[config.mk]
export PLATFORM = sky130hd
export DESIGN_NAME = cmd_decoder_flat
export DESIGN_NICKNAME = d
export VERILOG_FILES = /design/src/inc/cmd_pkg.sv /design/src/inc/cmd_if.sv /design/src/core/cmd_decoder.sv /design/src/flat_wrapper.sv
export SDC_FILE = /design/constraint.sdc
export NUM_CORES = 1
export LEC_CHECK = 0
export CAP_MARGIN = 40
export CORE_ASPECT_RATIO = 0.75
export CORE_MARGIN = 10
export CORE_UTILIZATION = 40
export CTS_BUF_LIST = sky130_fd_sc_hd__clkbuf_4 sky130_fd_sc_hd__clkbuf_8 sky130_fd_sc_hd__clkbuf_16
export DETAILED_ROUTE_END_ITERATION = 16
export DONT_BUFFER_PORTS = 1
export SYNTH_ARGS = -nofsm -noshare
export SYNTH_HDL_FRONTEND = slang
export SYNTH_SLANG_ARGS = --single-unit
[constraint.sdc]
create_clock -name clock_in -period 2.6 [get_ports clock_in]
set_input_delay 0.78 -clock clock_in [delete_from_list [all_inputs] [get_ports clock_in]]
set_output_delay 0.78 -clock clock_in [all_outputs]
set_load 0.01 [all_outputs]
[src/inc/cmd_pkg.sv]
// shared constants and types for the command port decoder and its driver
package cmd_pkg;
    // ------------------------------------------------------------
    // widths
    // ------------------------------------------------------------
    localparam int BANK_W    = 3;
    localparam int ADDR_W    = 14;
    localparam int AP_BIT    = 10;    // address bit for auto/all precharge
    localparam int COL_W     = 10;    // column bits below the precharge bit
    localparam int MR_W      = 4;     // one flag per mode register
    localparam logic [2:0] RCW_RESET = 3'h7;

    // ------------------------------------------------------------
    // decoded command codes
    // ------------------------------------------------------------
    typedef enum logic [3:0] {
        CMD_DESEL   = 4'h0,
        CMD_NOP     = 4'h1,
        CMD_MODE    = 4'h2,
        CMD_REFRESH = 4'h3,
        CMD_SR_IN   = 4'h4,
        CMD_SR_OUT  = 4'h5,
        CMD_PRE     = 4'h6,
        CMD_PRE_ALL = 4'h7,
        CMD_ACT     = 4'h8,
        CMD_WRITE   = 4'h9,
        CMD_READ    = 4'ha,
        CMD_PD_IN   = 4'hb,
        CMD_PD_OUT  = 4'hc,
        CMD_ILLEGAL = 4'hf
    } cmd_e;

    // power state held by the decoder
    typedef enum logic [2:0] {
        ST_ACTIVE = 3'b001,
        ST_PDOWN  = 3'b010,
        ST_SREF   = 3'b100
    } pwr_e;
endpackage : cmd_pkg

[src/inc/cmd_if.sv]
// command/address pin bundle between controller and memory decoder
`timescale 1ns/1ps
interface cmd_if;
    import cmd_pkg::*;
    logic              clk_en;
    logic              sel_n;
    logic              row_n;
    logic              col_n;
    logic              wr_n;
    logic [BANK_W-1:0] bank;
    logic [ADDR_W-1:0] addr;

    modport ctrl (output clk_en, sel_n, row_n, col_n, wr_n, bank, addr);
    modport mem  (input  clk_en, sel_n, row_n, col_n, wr_n, bank, addr);
endinterface : cmd_if

[src/core/cmd_decoder.sv]
// memory-side decoder of command codes on the command port
`timescale 1ns/1ps
module cmd_decoder
    import cmd_pkg::*;
(
    // clock, reset, enable
    input  wire logic              clock_in,
    input  wire logic              nrst_in,
    input  wire logic              en_in,
    // command pins
    cmd_if.mem                     pins,
    // decoded result
    output logic [3:0]             cmd_out,
    output logic                   cmd_valid_out,
    output logic [BANK_W-1:0]      bank_out,
    output logic [ADDR_W-1:0]      addr_out,
    output logic                   auto_pre_out,
    output logic [MR_W-1:0]        mode_sel_out,
    output logic [2:0]             pwr_state_out,
    output logic                   illegal_out
);
    // ------------------------------------------------------------
    // previous-cycle clock enable and classification
    // ------------------------------------------------------------
    logic   cke_prev_q;
    cmd_e   cmd_d;
    pwr_e   pwr_q;
    pwr_e   pwr_d;
    logic   nop_or_desel;
    logic   sr_wake;      // self-refresh exit seen this edge
    logic   keep_addr;    // code carries bank or address
    logic   col_cmd;      // read or write code
    logic   exec_cmd;     // code the memory acts on

    always_ff @(posedge clock_in or negedge nrst_in) begin
        if (!nrst_in) begin
            cke_prev_q <= 1'b0;
        end else if (en_in) begin
            cke_prev_q <= pins.clk_en;
        end
    end

    // idle code: chip deselected or an explicit no-op,
    // the only codes allowed on a rise of the enable; a fall also takes the refresh code
    assign nop_or_desel = pins.sel_n | (pins.row_n & pins.col_n & pins.wr_n);

    // code classification
    always_comb begin
        cmd_d = CMD_ILLEGAL;
        if (pwr_q == ST_SREF) begin
            if (pins.clk_en && nop_or_desel) begin
                cmd_d = CMD_SR_OUT;
            end else if (!pins.clk_en) begin
                cmd_d = CMD_DESEL;
            end
        end else if (!cke_prev_q) begin
            if (pins.clk_en && nop_or_desel) begin
                cmd_d = CMD_PD_OUT;
            end else if (!pins.clk_en) begin
                cmd_d = CMD_DESEL;
            end
        end else if (!pins.clk_en) begin
            if (nop_or_desel) begin
                cmd_d = CMD_PD_IN;
            end else if ({pins.row_n, pins.col_n, pins.wr_n} == 3'b001) begin
                cmd_d = CMD_SR_IN;
            end
        end else if (pins.sel_n) begin
            cmd_d = CMD_DESEL;
        end else begin
            case ({pins.row_n, pins.col_n, pins.wr_n})
                3'b000: cmd_d = CMD_MODE;
                3'b001: cmd_d = CMD_REFRESH;
                3'b010: cmd_d = pins.addr[AP_BIT] ? CMD_PRE_ALL : CMD_PRE;
                3'b011: cmd_d = CMD_ACT;
                3'b100: cmd_d = CMD_WRITE;
                3'b101: cmd_d = CMD_READ;
                3'b111: cmd_d = CMD_NOP;
                default: cmd_d = CMD_ILLEGAL;
            endcase
        end
    end

    // ------------------------------------------------------------
    // power state
    // ------------------------------------------------------------
    always_comb begin
        pwr_d = pwr_q;
        case (cmd_d)
            CMD_SR_IN:  pwr_d = ST_SREF;
            CMD_PD_IN:  pwr_d = ST_PDOWN;
            CMD_SR_OUT: pwr_d = ST_ACTIVE;
            CMD_PD_OUT: pwr_d = ST_ACTIVE;
            default:    pwr_d = pwr_q;
        endcase
    end

    // exit honoured even with the enable low
    // the wake is still taken on a clock edge
    assign sr_wake = (pwr_q == ST_SREF) && (cmd_d == CMD_SR_OUT);

    always_ff @(posedge clock_in or negedge nrst_in) begin
        if (!nrst_in) begin
            pwr_q <= ST_ACTIVE;
        end else if (en_in || sr_wake) begin
            pwr_q <= pwr_d;
        end
    end

    // ------------------------------------------------------------
    // registered outputs
    // ------------------------------------------------------------
    // codes that carry a bank or address worth keeping
    assign keep_addr = cmd_d inside {CMD_MODE, CMD_PRE, CMD_ACT, CMD_WRITE, CMD_READ};
    // column codes carry the auto precharge request
    assign col_cmd   = cmd_d inside {CMD_WRITE, CMD_READ};
    // idle and reserved codes never count as work
    assign exec_cmd  = (cmd_d != CMD_DESEL) && (cmd_d != CMD_NOP)
                       && (cmd_d != CMD_ILLEGAL);

    // decoded code, one per sampled edge
    always_ff @(posedge clock_in or negedge nrst_in) begin
        if (!nrst_in) begin
            cmd_out       <= CMD_DESEL;
            cmd_valid_out <= 1'b0;
        end else if (en_in) begin
            cmd_out       <= cmd_d;
            cmd_valid_out <= exec_cmd;
        end
    end

    always_ff @(posedge clock_in or negedge nrst_in) begin
        if (!nrst_in) begin
            illegal_out <= 1'b0;
        end else if (en_in) begin
            illegal_out <= (cmd_d == CMD_ILLEGAL);
        end
    end

    // bank and address held until next addressed code
    always_ff @(posedge clock_in or negedge nrst_in) begin
        if (!nrst_in) begin
            bank_out <= '0;
            addr_out <= '0;
        end else if (en_in && keep_addr) begin
            bank_out <= pins.bank;
            addr_out <= pins.addr;
        end
    end

    always_ff @(posedge clock_in or negedge nrst_in) begin
        if (!nrst_in) begin
            auto_pre_out <= 1'b0;
        end else if (en_in) begin
            auto_pre_out <= col_cmd && pins.addr[AP_BIT];
        end
    end

    always_ff @(posedge clock_in or negedge nrst_in) begin
        if (!nrst_in) begin
            mode_sel_out <= '0;
        end else if (en_in) begin
            mode_sel_out <= (cmd_d == CMD_MODE)
                            ? MR_W'(4'h1 << pins.bank[1:0]) : '0;
        end
    end

    // ------------------------------------------------------------
    // power state seen by the user
    // ------------------------------------------------------------
    assign pwr_state_out = pwr_q;
endmodule : cmd_decoder

[src/flat_wrapper.sv]
// flat-port wrapper written by rule: the top's interface ports become plain ports
module cmd_decoder_flat import cmd_pkg::*;
  (clock_in, nrst_in, en_in, cmd_out, cmd_valid_out, bank_out, addr_out, auto_pre_out, mode_sel_out, pwr_state_out, illegal_out, pins_clk_en, pins_sel_n, pins_row_n, pins_col_n, pins_wr_n, pins_bank, pins_addr);
  cmd_if pins_i ();
  input  wire logic clock_in;
  input  wire logic nrst_in;
  input  wire logic en_in;
  output logic [3:0] cmd_out;
  output logic cmd_valid_out;
  output logic [BANK_W-1:0] bank_out;
  output logic [ADDR_W-1:0] addr_out;
  output logic auto_pre_out;
  output logic [MR_W-1:0] mode_sel_out;
  output logic [2:0] pwr_state_out;
  output logic illegal_out;
  input wire logic [$bits(pins_i.clk_en)-1:0] pins_clk_en;
  input wire logic [$bits(pins_i.sel_n)-1:0] pins_sel_n;
  input wire logic [$bits(pins_i.row_n)-1:0] pins_row_n;
  input wire logic [$bits(pins_i.col_n)-1:0] pins_col_n;
  input wire logic [$bits(pins_i.wr_n)-1:0] pins_wr_n;
  input wire logic [$bits(pins_i.bank)-1:0] pins_bank;
  input wire logic [$bits(pins_i.addr)-1:0] pins_addr;
  assign pins_i.clk_en = pins_clk_en;
  assign pins_i.sel_n = pins_sel_n;
  assign pins_i.row_n = pins_row_n;
  assign pins_i.col_n = pins_col_n;
  assign pins_i.wr_n = pins_wr_n;
  assign pins_i.bank = pins_bank;
  assign pins_i.addr = pins_addr;
  cmd_decoder u_core (.clock_in(clock_in), .nrst_in(nrst_in), .en_in(en_in), .pins(pins_i), .cmd_out(cmd_out), .cmd_valid_out(cmd_valid_out), .bank_out(bank_out), .addr_out(addr_out), .auto_pre_out(auto_pre_out), .mode_sel_out(mode_sel_out), .pwr_state_out(pwr_state_out), .illegal_out(illegal_out));
endmodule
* Word level (Yosys, flattened, before mapping) *
Index checks and enable logic that the tools add are counted.

storage, ports and cells
  flip-flop bits (word level) = 32
  latch bits = 0
  bits in writable memories = 0
  bits in read-only memories = 0
  word-level logic and storage cells = 59
  memories kept = 0

cells by class
  add/subtract/negate cells = 0
  multipliers = 0
  divide/modulo/power cells = 0
  $lt $le $gt $ge = 0
  equality and inequality tests = 19
  shift-type cells = 1
  multiplexer cells = 13
  bitwise operators = 3
  reduce and logical (&&, ||, !) cells = 14

operator list
  cell                   number
  $mux W4                10
  $pmux W4 S7            1
  $eq A4 B4 Y1 const B   6
  $eq A3 B3 Y1 const B   4
  $eq A4 B3 Y1 const B   3
  $pmux W3 S3            1
  $eq A3 B2 Y1 const B   2
  $logic_and A1 B1 Y1    6
  $reduce_bool A5 Y1     1
  $eq A4 B2 Y1 const B   1
  $ne A4 B1 Y1 const B   1
  $ne A4 B4 Y1 const B   1
  $reduce_bool A4 Y1     1
  $shl A1 B2 Y4 const A  1
  $eq A3 B1 Y1 const B   1
  $logic_not A3 Y1       1
  $reduce_bool A3 Y1     1
  $and A1 B1 Y1          2
  $reduce_and A2 Y1      1
  $reduce_bool A2 Y1     1
  $reduce_or A2 Y1       1
  $logic_or A1 B1 Y1     1
  $mux W1                1
  $or A1 B1 Y1           1

* Logic depth before layout (Yosys ltp) *
Gate-level depths: netlist of run 1.

  word-level depth = 11
  depth in mapped cells = 9

* Worst setup path before layout of run 1 *
Ideal clock, no wire load.

  kind = input -> register
  start point = input port pins_sel_n
  end point = register u_core.addr_out[0]
  arrival = 2590 ps
  data required time = 2475 ps
  slack = -115 ps
  stages on the path = 8
  path buffers = 2
  path through = nor4b_2 o211ai_1 a32o_2 and2_0 a2111o_1 buf_6 buf_12 mux2_4

on the way
  word-level cells in the longest chain between the ends = 8
  elaborated cells between the ends (all ways) = 16

RTL lines
  element                                         RTL line                                                 source
  start: declaration                              flat_wrapper.sv:17                                       input wire logic [$bits(pins_i.sel_n)-1:0] pins_sel_n;
  $or A1 B1 Y1                                    cmd_decoder.sv:45                                        assign nop_or_desel = pins.sel_n | (pins.row_n & pins.col_n & pins.wr_n);
  $mux W4 or $logic_and A1 B1 Y1 (tied branches)  cmd_decoder.sv:63, cmd_decoder.sv:51, cmd_decoder.sv:57
  $mux W4, on equally long branches               cmd_decoder.sv:62, cmd_decoder.sv:57
  $mux W4                                         cmd_decoder.sv:56                                        end else if (!cke_prev_q) begin
  $mux W4 (*)                                     cmd_decoder.sv:50                                        if (pwr_q == ST_SREF) begin
  $eq A4 B2 Y1, or another cell as far along      cmd_decoder.sv:114                                       assign keep_addr = cmd_d inside {CMD_MODE, CMD_PRE, CMD_ACT, CMD_WRITE, CMD_READ};
  $reduce_bool A5 Y1 (*)                          cmd_decoder.sv:114
  $logic_and A1 B1 Y1 (*)                         cmd_decoder.sv:145                                       end else if (en_in && keep_addr) begin
  end signal: assignment                          cmd_decoder.sv:147                                       addr_out <= pins.addr;
  end: declaration                                cmd_decoder.sv:16                                        output logic [ADDR_W-1:0] addr_out,

Mark *: on every way between the ends. The rest lies on a longest branch, timed or not.
A chain may end at the register's enable or synchronous reset.

* Worst setup path in the final report of run 1 *
  start point = register u_core.pwr_q[1], in the netlist u_core.pwr_state_out[1]
  end point = register u_core.addr_out[9]

on the way
  word-level cells in the longest chain between the ends = 5
  elaborated cells between the ends (all ways) = 9

RTL lines
  element                                     RTL line            source
  start: declaration                          cmd_decoder.sv:27   pwr_e pwr_q;
  start signal: assignment                    cmd_decoder.sv:106  pwr_q <= pwr_d;
  $eq A3 B3 Y1 (*)                            cmd_decoder.sv:50
  $mux W4 (*)                                 cmd_decoder.sv:50
  $eq A4 B2 Y1, or another cell as far along  cmd_decoder.sv:114
  $reduce_bool A5 Y1 (*)                      cmd_decoder.sv:114
  $logic_and A1 B1 Y1 (*)                     cmd_decoder.sv:145

Marks and branches as above.

==> results.yml, run 1 <==
clock_network:
  clock_path_buffers: 2
  clk_pin_slew_ns: 0.07
  post_cts_buffers: 0
  cts_buffers: 5
  clk_latency_ns: 0.28
  clock-sinks: 32
  h-tree-depth: 2
  cts_hold_buf: 0
  ctsResizeCount: 0
  root_buffer: "clkbuf_8"
  cts_tree: "done"
yosys:
  synth_compound_area_share_pct: 15.0
  synth_top_area_cell: "dfrtp_1"
  syn_inst: 140
  synthMuxAreaShare_pct: 15.2
  synth_top_area_share_pct: 47.0
  synth_top_family_by_area: "simple AND/OR/NAND/NOR gates"
  synth_ff_type: "dfrtp_1"
  yosys.area_share.simple_pct: 15.4
  synthXorXnorAreaFrac_pct: 1.06
  syn-cell-area_um2: 1650
  syn_nets: 165
  yosysWarningCount: 0
  avgSynthCellArea_um2: 11.8
  synthArstFlopShare_pct: 100
  synth_edf_count: 0
  synth_cell_types: 47
  synthAdderAreaFrac_pct: 0
  synth_most_common_cell: "dfrtp_1"
  ys_top_cells_by_count: "dfrtp_1, nand2_1, mux2_4"
  ys_seq_area_share_pct: 48.6
  ys_seq_elements: 32
  yosys-top-cells-area: "dfrtp_1, mux2_4, mux2_2"
die:
  die_height_um: 75.6
  die_area_um2: 7120
  ioPinCount: 56
  start_util_pct: 41.2
  rows: 20
  core_area_um2: 4000
  fp.dieW_um: 94.2
setup_path:
  critPathSlowestCell: "dfrtp_1"
  cp.required_ns: 2.76
  path_max_fanout: 17
  r2r_slack_ns: 0.20
  crit_end: "u_core.addr_out[9]"
  crit_chain: "or3b_4 -> a21o_1 -> a32o_2 -> and2_0 -> a2111o_1 -> buf_12 -> mux2_4"
  rr_startpoint: "u_core.pwr_state_out[1]"
  worst-r2r-cell-count: 7
  crit_path_max_incr_delay_ns: 0.47
  arrival_ns: 2.57
  startpoint_type: "flip-flop"
  worstSetupPathType: "flip-flop to flip-flop"
  r2r-end: "u_core.addr_out[9]"
  crit_path_start: "u_core.pwr_state_out[1]"
  end_kind: "flip-flop"
drt:
  drc: 0
  vias: 1151
  wl_per_cell_um: 19.9
  viasPerCell: 5.70
  ant_nets: 0
  routed_wl_um: 4030
  first_pass_iters: 4
  drt-initial-drc-count: 79
placed_design:
  port-buffer-count: 0
  gp_congestion: 0.796
  place_hpwl_um: 3070
  place_inst: 194
sta:
  period_minus_slack_ns: 2.40
  hold-worst-slack_ns: 0.190
  setup_viol: 0
  timing.final.crit_share_pct: 92.4
  finalHoldViolCount: 0
  fin_worst_skew_ns: 0.00555
  slew-limit-headroom_pct: 69.8
  drv_slew: 0
  worstMarginPinSlew_ns: 0.450
  final.setup.tns_ns: 0
  max_freq_mhz: 416
  rsz0062_at_grt: "false"
global_route:
  grt_pass1_vias: 1169
  grt_overflow_total: 0
  grt_first_pass_wirelength_um: 6230
  grt_max_degree: 33
  antenna_found_initial: 0
  track_usage_pct: 11.5
finish:
  final_layout_size_suffix_gt1_share_pct: 28.6
  synthToLayoutAreaGrowth_pct: 11.5
  finalNonFillerCells: 202
  nets: 171
  diodes: 0
pwr:
  power_frac_seq_pct: 49.4
  irDropWorstVdd_mv: 0.464
  clock_power_share_pct: 24.7
  powerDensity_nw_per_um2: 1030
  power_leakage_nw: 0.803
  p_int_mw: 1.28
  power_frac_comb_pct: 25.9
  p_switching_mw: 0.618
  switching_share_pct: 32.5
run:
  drv_cap: 0
hold_path:
  hold_path.class: "primary input to asynchronous set/reset pin"
status:
  outcome: "finished, final reports clean"
-- cell type report --
cell class	count	area, um^2
clock buffer	6	76.3
inverter	6	22.5
tap	55	68.8
fill	370	2160
clock inverter	2	35.0
sequential	32	802
multi-input combinational	96	786
timing repair buffer	5	50.0
-- routing by layer --
| metal | GRT usage [%] | vias up | part of all wire (%) |
|---|---|---|---|
| li1 | - | 520 | - |
| met1 | 12.7 | 571 | 38 |
| met2 | 17.6 | 53 | 47 |
| met3 | 6.99 | 7 | 14 |
| met4 | 5.04 | 0 | 1.4 |
| met5 | 0 | - | 0 |
-- per-stage QoR --
step           utilization [%]  instance area [um^2]  setup slack [ns]  power (mW)
2_1_floorplan                -                  1680           -0.0350        1.31
3_3_place_gp              43.2                  1730            0.0715        1.42
3_5_place_dp              43.2                  1730            0.0138        1.45
4_1_cts                   46.0                  1840             0.195        1.93
5_1_grt                   46.0                  1840            0.0871        2.02
6_report                  46.0                  1840             0.197        1.90
-- cells in the final DEF (no fill, tap or decap), types with 4 or more instances in the layout --
master	instances
buf_4	4
mux2_4	10
nand3_1	4
inv_1	6
nor2_1	9
o2bb2ai_1	5
dfrtp_1	31
o21ai_0	4
mux2_2	8
nand3b_1	4
nand2_1	11
clkbuf_8	5
-- flip-flops by register name (all words and copies together) (netlist names) --
| signal | cells |
|---|---|
| u_core.cmd_valid_out | 1 |
| u_core.auto_pre_out | 1 |
| u_core.mode_sel_out | 4 |
| u_core.addr_out | 14 |
| u_core.bank_out | 3 |
| u_core.pwr_state_out | 3 |
| u_core.cke_prev_q | 1 |
| u_core.cmd_out | 4 |
| u_core.illegal_out | 1 |
-- cells by family after synthesis --
family | after synthesis
simple gates | 45
mux | 19
xor+xnor | 2
flops | 32
compound gates | 30
buf+inv | 12
-- worst min path at each step --
| stage | startpoint | to | slack (ns) |
|---|---|---|---|
| floorplan | nrst_in | u_core.addr_out[0] | 0.48 |
| global placement | nrst_in | u_core.pwr_state_out[1] | 0.49 |
| detailed placement | nrst_in | u_core.pwr_state_out[1] | 0.49 |
| CTS | nrst_in | u_core.mode_sel_out[2] | 0.18 |
| global route | nrst_in | u_core.mode_sel_out[2] | 0.17 |
| finish | nrst_in | u_core.addr_out[13] | 0.19 |
-- critical path: cells and delay by family, from the launching register on --
kind	cells	cell delay, ns
DFF	1	0.47
muxes	1	0.31
and+or+nand+nor	2	0.59
AOI/OAI and AO/OA	3	0.73
buffers and inverters	1	0.18
-- power by group through the flow --
stage | combinational [mW] | clock [mW] | sequential, mW
final | 0.493 | 0.469 | 0.939
after global routing | 0.537 | 0.510 | 0.971
after CTS | 0.497 | 0.484 | 0.950
after detailed placement | 0.495 | 0 | 0.955
after global placement | 0.469 | 0 | 0.951
after floorplan | 0.430 | 0 | 0.881
(Power assumes the default switching activity.)
==> inputs of run 2 (changes only) <==
--- a/config.mk
+++ b/config.mk
@@ -5,6 +5,7 @@
 export SDC_FILE = /design/constraint.sdc
 export NUM_CORES = 1
 export LEC_CHECK = 0
+export ABC_AREA = 1
 export CAP_MARGIN = 40
 export CORE_ASPECT_RATIO = 0.75
 export CORE_MARGIN = 10
==> constraint.sdc (replaced) <==
create_clock -name clock_in -period 2.8 [get_ports clock_in]
set_input_delay 0.84 -clock clock_in [delete_from_list [all_inputs] [get_ports clock_in]]
set_output_delay 0.84 -clock clock_in [all_outputs]
set_load 0.01 [all_outputs]
==> run 2 against run 1 <==
Net effect: final cell count up 27%; clock power down 23%; critical path depth up 4; non-clock buffer count down 5; synthesized cell count up 42%; sequential cell count unchanged; setup slack better by 0.36 ns; count of clock-buffer cells in the layout unchanged; first-iteration DRC count down 43%; wire length down 7.6%; area after synthesis up 4.2%; utilization down 1.1 points; highest routed layer unchanged.
==> results.yml, run 2 <==
global_route:
  grt_max_degree: 35
  grt_first_pass_wirelength_um: 6110
  grt_overflow_total: 0
  grt_pass1_vias: 1204
  antenna_found_initial: 0
  track_usage_pct: 10.4
clock_network:
  ctsResizeCount: 0
  clk_pin_slew_ns: 0.07
  post_cts_buffers: 0
  cts_tree: "done"
  h-tree-depth: 2
  cts_hold_buf: 0
  root_buffer: "clkbuf_8"
  cts_buffers: 5
  clk_latency_ns: 0.28
  clock_path_buffers: 2
  clock-sinks: 32
drt:
  wl_per_cell_um: 14.5
  ant_nets: 0
  vias: 1223
  drt-initial-drc-count: 45
  viasPerCell: 4.76
  routed_wl_um: 3720
  first_pass_iters: 4
  drc: 0
yosys:
  synth_top_area_share_pct: 45.1
  avgSynthCellArea_um2: 8.65
  synth_most_common_cell: "nand2_1"
  synth_ff_type: "dfrtp_1"
  yosysWarningCount: 0
  synthArstFlopShare_pct: 100
  ys_seq_area_share_pct: 46.6
  ys_seq_elements: 32
  synth_edf_count: 0
  ys_top_cells_by_count: "nand2_1, dfrtp_1, inv_1"
  syn-cell-area_um2: 1720
  synth_cell_types: 25
  yosys-top-cells-area: "dfrtp_1, nand2_1, o21ai_2"
  syn_inst: 199
  synth_top_area_cell: "dfrtp_1"
  syn_nets: 224
pwr:
  irDropWorstVdd_mv: 0.499
  powerDensity_nw_per_um2: 957
  power_leakage_nw: 0.927
setup_path:
  path_max_fanout: 34
  arrival_ns: 2.40
  cp.required_ns: 2.96
  rr_startpoint: "u_core.pwr_state_out[0]"
  crit_path_start: "u_core.pwr_state_out[0]"
  worstSetupPathType: "flip-flop to flip-flop"
  end_kind: "flip-flop"
  startpoint_type: "flip-flop"
  critPathSlowestCell: "dfstp_2"
  critPathTopFamily: "simple AND/OR/NAND/NOR gates"
  crit_chain: "nor2_1 -> nand2_1 -> inv_1 -> a21oi_1 -> nand2_2 -> nand2_2 -> clkinv_4 -> a21oi_4 -> nand3_4 -> nand2_1 -> o21ai_2"
  critPathBufInv: 2
  crit_path_max_incr_delay_ns: 0.58
sta:
  timing.final.crit_share_pct: 80.1
  fin_worst_skew_ns: 0.00386
  max_freq_mhz: 446
  drv_slew: 0
  worstMarginPinSlew_ns: 0.551
  rsz0062_at_grt: "false"
  final.setup.tns_ns: 0
  fin_ws_ns: 0.558
  period_minus_slack_ns: 2.24
  setup_viol: 0
  finalHoldViolCount: 0
  slew-limit-headroom_pct: 63.3
finish:
  final_cell_area_um2: 1840
  diodes: 0
  nets: 226
  top_regs: "u_core.addr_out x14, u_core.cmd_out x4, u_core.mode_sel_out x4"
  synthToLayoutAreaGrowth_pct: 6.98
  max_flop_register: "u_core.addr_out"
  final_common_cell: "nand2_1"
  final_layout_size_suffix_gt1_share_pct: 28.7
  largest_reg_flops: 14
  mostFrequentLayoutCells: "nand2_1, dfrtp_1, inv_1, nand2_2, o21ai_2"
run:
  drv_cap: 0
die:
  rows: 20
  die_height_um: 76.8
  fp.dieW_um: 95.7
  start_util_pct: 41.9
  ioPinCount: 56
  die_area_um2: 7350
  core_area_um2: 4100
placed_design:
  gp_congestion: 0.882
  dpl_cell_area_um2: 1750
  place_hpwl_um: 2910
  preCtsSetupSlack_ns: 0.308
  port-buffer-count: 0
hold_path:
  hold_path.class: "primary input to asynchronous set/reset pin"
status:
  outcome: "finished, final reports clean"
[run 2: path summary, 6_finish.rpt]
kind	cells past startpoint	slack, ns	to
min reg2reg	2	0.53	u_core.pwr_state_out[0]
min in group clock_in	2	0.53	u_core.pwr_state_out[0]
max in group asynchronous	0	2.38	u_core.pwr_state_out[0]
max	11	0.56	u_core.addr_out[1]
min	0	0.25	u_core.pwr_state_out[2]
max reg2reg	11	0.56	u_core.addr_out[1]
[run 2: power by group]
group	internal, mW	total (mW)	leakage, nW	switching [mW]
combinational	0.207	0.537	0.475	0.330
clock	0.196	0.363	0.0510	0.167
sequential	0.634	0.861	0.401	0.226
[run 2: cells by family after synthesis]
group                  count (synthesis)  synth area share, %
AND/OR/NAND/NOR                       93                 27.2
AO/OA/AOI/OAI                         38                 16.7
buffers and inverters                 36                 9.45
flip-flops                            32                 46.6
[run 2: layout make-up]
type	count	area, um^2
fill	432	2260
sequential	32	802
multi-input combinational	131	756
inverter	31	121
clock buffer	6	82.6
tap	55	68.8
clock inverter	2	10.0
[run 2: worst reg2reg max path: cells and delay by family, from the launching register on]
kind	cells	cell delay [ns]
buf+inv	2	0.18
simple gates	6	1.00
flops	1	0.58
compound gates	3	0.36
[run 2: metal layers]
layer | vias to the layer above | share of wire [%] | global-route usage, %
met5 | - | 0 | 0
met4 | 0 | 0.89 | 3.09
met3 | 4 | 13 | 6.71
met2 | 44 | 41 | 14.2
met1 | 541 | 46 | 12.9
li1 | 634 | - | -
[run 2: through the flow]
stage               hold WS [ns]  std cells  total power, mW  utilization (%)
floorplan                  0.490        199             1.33                -
global placement           0.519        249             1.42             42.6
detailed placement         0.528        249             1.43             42.6
CTS                        0.238        257             1.80             44.8
global route               0.222        257             1.92             44.8
finish                     0.250        257             1.76             44.8
